===== src/shared/isg_pkg.sv =====
// Purpose: shared constants and types for the isolated switch output gating block
// Assumes: one clock, core_clk at 250 MHz; synchronous active-low reset nrst
// Notes: all pin-side status arrives as plain levels from the analog front end
package isg_pkg;

  localparam int ISG_NUM_CH = 4;
  localparam int ISG_SYNC_STAGES = 2;

  // reset values: outputs off, indicators released
  localparam logic ISG_RST_OUTPUT = 1'h0;
  localparam logic ISG_RST_IND_OE = 1'h0;
  localparam logic ISG_IND_DRIVE_LEVEL = 1'h0;

  // fault indicator mapping, written by the host through its configuration
  typedef enum logic [1:0] {
    ISG_FMAP_FAULT_STATE = 2'h0,
    ISG_FMAP_FAULT_OR_CONSTRAINT = 2'h1,
    ISG_FMAP_NEVER = 2'h2,
    ISG_FMAP_ALWAYS = 2'h3
  } isg_fault_map_t;

  // supply status, high means powered
  typedef struct packed {
    logic logic_supply;
    logic switch_supply;
  } isg_supply_t;

  // fault conditions from the protection circuits
  typedef struct packed {
    logic over_temp_shutdown;
    logic comm_error_shutdown;
    logic other_shutdown;
    logic over_temp_constraint;
    logic over_voltage_constraint;
  } isg_fault_cond_t;

  localparam int ISG_PIN_W = $bits(isg_supply_t) + $bits(isg_fault_cond_t) + 1;

endpackage : isg_pkg


===== src/design/isg_sync.sv =====
// Purpose: two-flop level synchroniser for asynchronous pin inputs
// Assumes: inputs are quasi-static levels
// Notes: first stage feeds the second stage only
module isg_sync #(
  parameter int WIDTH = 1
) (
  input wire logic core_clk,
  input wire logic nrst,
  input wire logic [WIDTH-1:0] async_in,
  output logic [WIDTH-1:0] sync_out
);

  logic [WIDTH-1:0] meta;

  always_ff @(posedge core_clk) begin
    if (!nrst) begin
      meta <= '0;
      sync_out <= '0;
    end else begin
      meta <= async_in;
      sync_out <= meta;
    end
  end

endmodule : isg_sync


===== src/design/isg_output_gating.sv =====
// Purpose: output gating and fault indication for a four-channel isolated switch
// Assumes: pins and supply monitors are asynchronous and synchronised here
// Notes: all outputs are registered; the fault state clears on its own
module isg_output_gating
  import isg_pkg::*;
#(
  parameter int NUM_CH = ISG_NUM_CH
) (
  input wire logic core_clk,
  input wire logic nrst,
  // variant select: high takes commands from the register, low from the pins
  input wire logic register_mode,
  input wire logic [NUM_CH-1:0] channel_switch_command_reg,
  input wire logic [NUM_CH-1:0] channel_command_pin,
  input wire logic output_enable_pin,
  input wire isg_supply_t supply_status,
  input wire isg_fault_cond_t fault_cond,
  input wire isg_fault_map_t fault_map,
  output logic [NUM_CH-1:0] channel_output,
  output logic fault_state,
  output logic fault_indicator_n_o,
  output logic fault_indicator_n_oe,
  input wire logic fault_indicator_n_i,
  output logic fault_line_low,
  output logic [NUM_CH-1:0] channel_status_indicator_n_o,
  output logic [NUM_CH-1:0] channel_status_indicator_n_oe
);

  // pin-side levels, synchronised before use
  logic [NUM_CH-1:0] cmd_pin_s;
  logic [ISG_PIN_W-1:0] misc_s;
  logic fault_pin_s;
  logic oe_s;
  isg_supply_t sup_s;
  isg_fault_cond_t flt_s;

  isg_sync #(
    .WIDTH(NUM_CH)
  ) u_sync_cmd (
    .core_clk(core_clk),
    .nrst(nrst),
    .async_in(channel_command_pin),
    .sync_out(cmd_pin_s)
  );

  isg_sync #(
    .WIDTH(ISG_PIN_W)
  ) u_sync_misc (
    .core_clk(core_clk),
    .nrst(nrst),
    .async_in({output_enable_pin, supply_status, fault_cond}),
    .sync_out(misc_s)
  );

  // the wired fault line is read back so a host-side fault on a shared line is visible
  isg_sync #(
    .WIDTH(1)
  ) u_sync_fault_line (
    .core_clk(core_clk),
    .nrst(nrst),
    .async_in(fault_indicator_n_i),
    .sync_out(fault_pin_s)
  );

  always_comb begin
    oe_s = misc_s[ISG_PIN_W-1];
    sup_s = misc_s[ISG_PIN_W-2 -: $bits(isg_supply_t)];
    flt_s = misc_s[$bits(isg_fault_cond_t)-1:0];
  end

  // command source; register bits come from same-clock logic, no synchroniser
  logic [NUM_CH-1:0] cmd_sel;

  always_comb begin
    if (register_mode) begin
      cmd_sel = channel_switch_command_reg;
    end else begin
      cmd_sel = cmd_pin_s;
    end
  end

  // fault state: registered each cycle from present causes only, so no clear is needed
  logic next_fault_state;

  always_comb begin
    next_fault_state = !sup_s.switch_supply
                       || flt_s.over_temp_shutdown
                       || flt_s.comm_error_shutdown
                       || flt_s.other_shutdown;
  end

  always_ff @(posedge core_clk) begin
    if (!nrst) begin
      fault_state <= 1'h0;
    end else begin
      fault_state <= next_fault_state;
    end
  end

  // per-channel gating; the overvoltage constraint is deliberately not looked at
  logic [NUM_CH-1:0] next_channel_output;

  genvar ch;
  generate
    for (ch = 0; ch < NUM_CH; ch++) begin : g_ch
      logic gate;

      always_comb begin
        gate = sup_s.logic_supply && !next_fault_state
               && cmd_sel[ch] && oe_s;
        // the over-temperature constraint holds an on channel on but stops an off one turning on
        next_channel_output[ch] = gate
                                  && (channel_output[ch]
                                      || !flt_s.over_temp_constraint);
      end

      always_ff @(posedge core_clk) begin
        if (!nrst) begin
          channel_output[ch] <= ISG_RST_OUTPUT;
          channel_status_indicator_n_oe[ch] <= ISG_RST_IND_OE;
          channel_status_indicator_n_o[ch] <= ISG_IND_DRIVE_LEVEL;
        end else begin
          channel_output[ch] <= next_channel_output[ch];
          // status follows the output: on pulls the pin low
          channel_status_indicator_n_oe[ch] <= next_channel_output[ch];
          channel_status_indicator_n_o[ch] <= ISG_IND_DRIVE_LEVEL;
        end
      end
    end
  endgenerate

  // fault indicator mapping; an unpowered logic side releases the pin,
  // which is one legal value of the undefined level
  logic next_fault_ind;

  always_comb begin
    case (fault_map)
      ISG_FMAP_FAULT_STATE: begin
        next_fault_ind = next_fault_state;
      end
      ISG_FMAP_FAULT_OR_CONSTRAINT: begin
        next_fault_ind = next_fault_state
                         || flt_s.over_temp_constraint
                         || flt_s.over_voltage_constraint;
      end
      ISG_FMAP_NEVER: begin
        next_fault_ind = 1'h0;
      end
      ISG_FMAP_ALWAYS: begin
        next_fault_ind = 1'h1;
      end
      default: begin
        next_fault_ind = next_fault_state;
      end
    endcase
    if (!sup_s.logic_supply) begin
      next_fault_ind = 1'h0;
    end
  end

  always_ff @(posedge core_clk) begin
    if (!nrst) begin
      fault_indicator_n_oe <= ISG_RST_IND_OE;
      fault_indicator_n_o <= ISG_IND_DRIVE_LEVEL;
    end else begin
      fault_indicator_n_oe <= next_fault_ind;
      fault_indicator_n_o <= ISG_IND_DRIVE_LEVEL;
    end
  end

  always_ff @(posedge core_clk) begin
    if (!nrst) begin
      fault_line_low <= 1'h0;
    end else begin
      fault_line_low <= !fault_pin_s;
    end
  end

endmodule : isg_output_gating


===== config.mk =====
export PLATFORM = sky130hd
export DESIGN_NAME = isg_output_gating
export DESIGN_NICKNAME = d
export VERILOG_FILES = /design/src/shared/isg_pkg.sv /design/src/design/isg_sync.sv /design/src/design/isg_output_gating.sv
export SDC_FILE = /design/constraint.sdc
export NUM_CORES = 1
export LEC_CHECK = 0
export BUFFER_PORTS_ARGS = -buffer_cell sky130_fd_sc_hd__buf_2
export CAP_MARGIN = 20
export CELL_PAD_IN_SITES_DETAIL_PLACEMENT = 1
export CELL_PAD_IN_SITES_GLOBAL_PLACEMENT = 2
export CORE_MARGIN = 10
export CORE_UTILIZATION = 31
export DETAILED_ROUTE_END_ITERATION = 8
export PLACE_DENSITY_LB_ADDON = 0.15
export SLEW_MARGIN = 20
export SYNTH_ARGS = -nofsm -noshare
export SYNTH_HDL_FRONTEND = slang
export SYNTH_HIERARCHICAL = 1
export SYNTH_SLANG_ARGS = --single-unit

===== constraint.sdc =====
create_clock -name core_clk -period 3.2 [get_ports core_clk]
set_clock_uncertainty 0.2 [all_clocks]
set_input_delay 0 -clock core_clk [delete_from_list [all_inputs] [get_ports core_clk]]
set_output_delay 0 -clock core_clk [all_outputs]
set_load 0.05 [all_outputs]

[Word-level counts from Yosys, hierarchy flattened]
Index checks and enable logic that the tools add are counted.
Operators by class
  equal/unequal tests: 3
  reduce and logical (&&, ||, !) cells: 28
  mux-type cells: 2
Operators with widths (number)
  $logic_and A1 B1 Y1: 13
  $logic_or A1 B1 Y1: 9
  $eq A2 B2 Y1 const B: 2
  $logic_not A1 Y1: 4
  $mux W4: 1
  $pmux W1 S4: 1
  $eq A2 B1 Y1 const B: 1
  $logic_not A2 Y1: 1
  $reduce_and A2 Y1: 1
Storage, ports and cells
  output and inout port bits: 16
  input port bits: 22
  register bits after elaboration: 33
  word-level logic and storage cells: 46

[Depth between registers and ports, before layout]
  depth in word-level cells: 9
  mapped depth: 3

[Modules after synthesis]
The synthesis kept the hierarchy.
By module, submodules not included
  isg_sync at u_sync_misc: times used 1, cells an instance 33, area each 446.7 µm²
  isg_output_gating: times used 1, cells an instance 38, area each 369.1 µm²
  isg_sync at u_sync_cmd: times used 1, cells an instance 16, area each 210.2 µm²
  isg_sync at u_sync_fault_line: times used 1, cells an instance 4, area each 52.6 µm²

[Least setup slack after synthesis]
No wires, ideal clock.
  kind: flip-flop to flip-flop
  start point: register u_sync_misc.sync_out[4]
  end point: register channel_status_indicator_n_oe[0]
  arrival time: 1.156 ns
  clock period less this slack: 1.468 ns
  setup slack: 1.732 ns
  cell stages (with the launch flop): 3
  cells stage by stage: dfxtp_1 > or4b_4 > a2111oi_1
On the way
  word-level cells in the longest chain between the ends: 8
Ends and longest elaborated chain
  start: declaration: line isg_sync.sv:10  | output logic [WIDTH-1:0] sync_out
  start signal: assignment: line isg_sync.sv:21  | sync_out <= meta;
  $logic_or A1 B1 Y1: line isg_output_gating.sv:87  | || flt_s.over_temp_shutdown
  $logic_or A1 B1 Y1: line isg_output_gating.sv:88  | || flt_s.comm_error_shutdown
  $logic_or A1 B1 Y1: line isg_output_gating.sv:89  | || flt_s.other_shutdown;
  $logic_not A1 Y1: line isg_output_gating.sv:109  | gate = sup_s.logic_supply && !next_fault_state
  $logic_and A1 B1 Y1: line isg_output_gating.sv:109
  $logic_and A1 B1 Y1 (2 in series): line isg_output_gating.sv:110  | && cmd_sel[ch] && oe_s;
  $logic_and A1 B1 Y1: line isg_output_gating.sv:113  | && (channel_output[ch]
  end signal: indexed assignment: line isg_output_gating.sv:125  | channel_status_indicator_n_oe[ch] <= next_channel_output[ch];
  end: declaration: line isg_output_gating.sv:26  | output logic [NUM_CH-1:0] channel_status_indicator_n_oe
Every way passes these cells.
A chain may end at the register's enable or synchronous reset.

[Worst setup path after layout]
  start point: input nrst
  end point: register fault_indicator_n_oe
On the way
  word-level cells in the longest chain between the ends: 1
Ends and longest elaborated chain
  start: declaration: line isg_output_gating.sv:10  | input wire logic nrst,
  $reduce_and A2 Y1 (no line)
  end signal: assignment: line isg_output_gating.sv:166  | fault_indicator_n_oe <= next_fault_ind;
  end: declaration: line isg_output_gating.sv:22  | output logic fault_indicator_n_oe,
Every way passes these cells.

==> impl_metrics.py <==
metrics = {
    "logic_synthesis": {
        "avgSynthCellArea_um2": 11.85,
        "yosys.area.top_type": "sky130_fd_sc_hd__dfxtp_1",
        "fraction_of_the_yosys_area_taken_by_sequential_cells": 0.6125,
        "synthCells": 91,
        "synth.ff_latch_count": 33,
        "yosys.cell_types.count": 16,
        "top_cells_by_area_synth": "sky130_fd_sc_hd__dfxtp_1, sky130_fd_sc_hd__and2_1, sky130_fd_sc_hd__and2_2",
        "post_synth_instance_area_um2": 1079,
        "synth-warning-count": 6,
        "synth_top_cell_area_share": 0.6125,
    },
    "setup_path": {
        "worst_endpoint_data_arrival_time_ns": 2.24,
        "r2r_setup_slack_ns": 1.26,
        "setup_crit_end_kind": "register",
        "required_ns": 3.27,
        "reg2reg_to": "fault_indicator_n_oe",
        "worst_setup_path_start_kind": "input pin",
        "critical_path_class": "input pin to register",
        "crit-reg2reg-launch": "u_sync_misc/sync_out[6]",
        "critical_path_peak_fanout": 31,
        "reg2reg_depth": 4,
    },
    "power": {
        "pwr-share-comb": 0.128,
        "clock_power_share": 0.287,
        "pwr-share-seq": 0.585,
        "p_switching_mw": 0.1696,
        "power_density_over_the_cells_nw_per_um2": 445.4,
        "power.share.switching": 0.2297,
        "irDropWorstVdd_mv": 0.2497,
        "p_leak_nw": 0.7525,
        "cell_internal_pwr_mw": 0.5688,
        "p_total_mw": 0.7385,
    },
    "routing": {
        "route.final.wire_length_um": 2332,
        "dr.pass1.iters": 2,
        "wire_per_inst_um": 11.21,
        "route.detailed.vias_per_inst": 3.952,
        "number_of_design_rule_violations_left_after_detail_routing": 0,
        "drt-initial-drc-count": 16,
        "num_vias": 822,
        "count_of_antenna_violating_nets_left_after_detailed_routing": 0,
    },
    "floorplan": {
        "fp.coreArea_um2": 3337,
        "floorplan.die_area_um2": 6239,
        "row_count": 21,
        "floorplan.initialDensity": 0.3232,
        "die_width_um": 78.99,
        "die-height_um": 78.99,
        "ios": 38,
    },
    "placed_design": {
        "gpl.final_weighted_congestion": 0.6531,
        "port_buffers": 32,
        "dp_hpwl_um": 1491,
    },
    "final_layout": {
        "antenna_cells_inserted": 0,
        "flow.area_growth_from_synthesis_pct": 53.71,
        "layout_cell_share_with_drive_strength_beyond_1": 0.3086,
        "final_layout_net_count": 183,
    },
    "global_routing": {
        "first_pass_grt_wire_length_um": 4002,
        "grt.total_usage": 0.08221,
        "globalRouteOverflowTotal": 0,
        "initial_antenna_violation_count": 0,
        "grt_pass1_vias": 937,
        "grt_start_max_net_pins": 32,
    },
    "cts": {
        "clockRootBuffer": "sky130_fd_sc_hd__clkbuf_4",
        "clock_latency_ns": 0.32,
        "cts_tree": "done",
        "clkSinkCount": 33,
        "clkSlewWorstSetupHoldPaths_ns": 0.09,
        "tritoncts.num_buffers": 5,
        "htree_num_levels": 2,
        "cts_repair_resize_count": 0,
        "cts_max_path_buffers": 2,
    },
    "timing": {
        "setup-violations-final": 0,
        "count_of_final_max_slew_check_failures": 0,
        "timing.hold.ws_ns": 0.1919,
        "period_minus_slack_ns": 2.175,
        "finalCritPeriodShare": 0.6796,
        "max_freq_mhz": 459.8,
        "rsz_0062_raised_after_global_routing": "no",
        "timing.setup.tns_ns": 0,
        "final-hold-violation-count": 0,
    },
    "status": {
        "run_status": "complete, no violations",
    },
    "min_path": {
        "min_delay_path_depth": 1,
        "hold_path_class": "register to register",
        "min_delay_worst_endpoint": "fault_line_low",
        "hold_path_startpoint": "u_sync_fault_line/sync_out",
    },
    "flow_run": {
        "max_cap_viol_count": 0,
    },
}
## worst max path at each step
stage / start / to / slack (ns) / cells after the start
3_3_place_gp: u_sync_misc/sync_out[4] / channel_status_indicator_n_oe[3] / 1.68 / 2
2_1_floorplan: u_sync_misc/sync_out[4] / channel_status_indicator_n_oe[0] / 1.73 / 2
4_1_cts: nrst / fault_indicator_n_oe / 1.02 / 6
6_report: nrst / fault_indicator_n_oe / 1.03 / 6
5_1_grt: nrst / fault_indicator_n_oe / 0.90 / 6
3_5_place_dp: u_sync_misc/sync_out[4] / channel_status_indicator_n_oe[2] / 1.67 / 2
## power groups by stage
| stage | Sequential [mW] | Combinational (mW) | Clock, mW |
|---|---|---|---|
| after CTS | 0.433 | 0.0938 | 0.223 |
| final | 0.432 | 0.0944 | 0.212 |
| after global placement | 0.442 | 0.0577 | 0 |
| after floorplan | 0.448 | 0.0379 | 0 |
| after global routing | 0.435 | 0.104 | 0.246 |
| after detailed placement | 0.442 | 0.0585 | 0 |
## layout make-up
class / count / area (um2)
Fill cell: 395 / 1679
Sequential cell: 33 / 660.6
Timing Repair Buffer: 70 / 540.5
Multi-Input combinational cell: 47 / 335.3
Tap cell: 46 / 57.56
Clock buffer: 8 / 48.80
Inverter: 4 / 15.01
## Yosys cell counts, drive strengths merged
cell type   n
or4b        1
nand3       2
buf        10
nor3        1
dfxtp      33
a2111oi     4
and3b       1
clkbuf      1
o2bb2ai     1
nor2b       1
mux2i       4
and2       27
inv         4
conb        1
## cell usage in the layout, fill, tap and decap left out, types with 2 or more instances in the layout
cell,synthesis,layout
sky130_fd_sc_hd__inv_1,4,4
sky130_fd_sc_hd__dlygate4sd3_1,0,38
sky130_fd_sc_hd__clkbuf_4,0,5
sky130_fd_sc_hd__buf_2,0,32
sky130_fd_sc_hd__a2111oi_1,4,4
sky130_fd_sc_hd__nand3_1,2,2
sky130_fd_sc_hd__clkbuf_1,1,3
sky130_fd_sc_hd__mux2i_1,4,4
sky130_fd_sc_hd__conb_1,1,5
sky130_fd_sc_hd__and2_1,15,15
sky130_fd_sc_hd__and2_2,12,12
sky130_fd_sc_hd__dfxtp_1,33,33
## state kept, by name, indices dropped and copies added (netlist names)
name and flops:
channel_status_indicator_n_oe 4, fault_indicator_n_oe 1, fault_line_low 1, fault_state 1, u_sync_cmd/meta 4, u_sync_cmd/sync_out 4
u_sync_fault_line/meta 1, u_sync_fault_line/sync_out 1, u_sync_misc/meta 8, u_sync_misc/sync_out 8
## routing by layer
layer	part of all wire	wire, um	up-vias	GRT usage
met1	0.39	901	368	0.07339
met2	0.50	1169	32	0.1436
met5	0	0	-	0
met3	0.099	230	5	0.05180
met4	0.013	31	0	0.03763
li1	-	-	417	-
## worst max-delay path, cell delays in order
cell	delay [ns]
sky130_fd_sc_hd__dlygate4sd3_1	0.52
sky130_fd_sc_hd__buf_2	0.35
sky130_fd_sc_hd__nand3_1	0.11
sky130_fd_sc_hd__dlygate4sd3_1	0.56
sky130_fd_sc_hd__o2bb2ai_1	0.13
sky130_fd_sc_hd__dlygate4sd3_1	0.56
## logic make-up after synthesis
logic type / count (synthesis) / synth area share
buffers and inverters: 15 / 0.09047
flip-flops: 33 / 0.6125
AND/OR/NAND/NOR: 33 / 0.2111
multiplexers: 4 / 0.03712
AO/OA/AOI/OAI: 5 / 0.04525
other: 1 / 0.003477
## metrics by stage
step	util	std cells	instance area (um2)	setup WS, ns
6_report	0.4968	208	1658	1.025
5_1_grt	0.4968	208	1658	0.8957
4_1_cts	0.4968	208	1658	1.017
3_5_place_dp	0.3682	162	1229	1.669
3_3_place_gp	0.3682	162	1229	1.681
2_1_floorplan	-	95	1094	1.732
## timing repair
action / CTS / global route
setup buffers: 0 / 0
hold buffers: 38 / 0
hold endpoints to repair: 32 / 0
No activity file was read; power rests on OpenSTA's default activity.
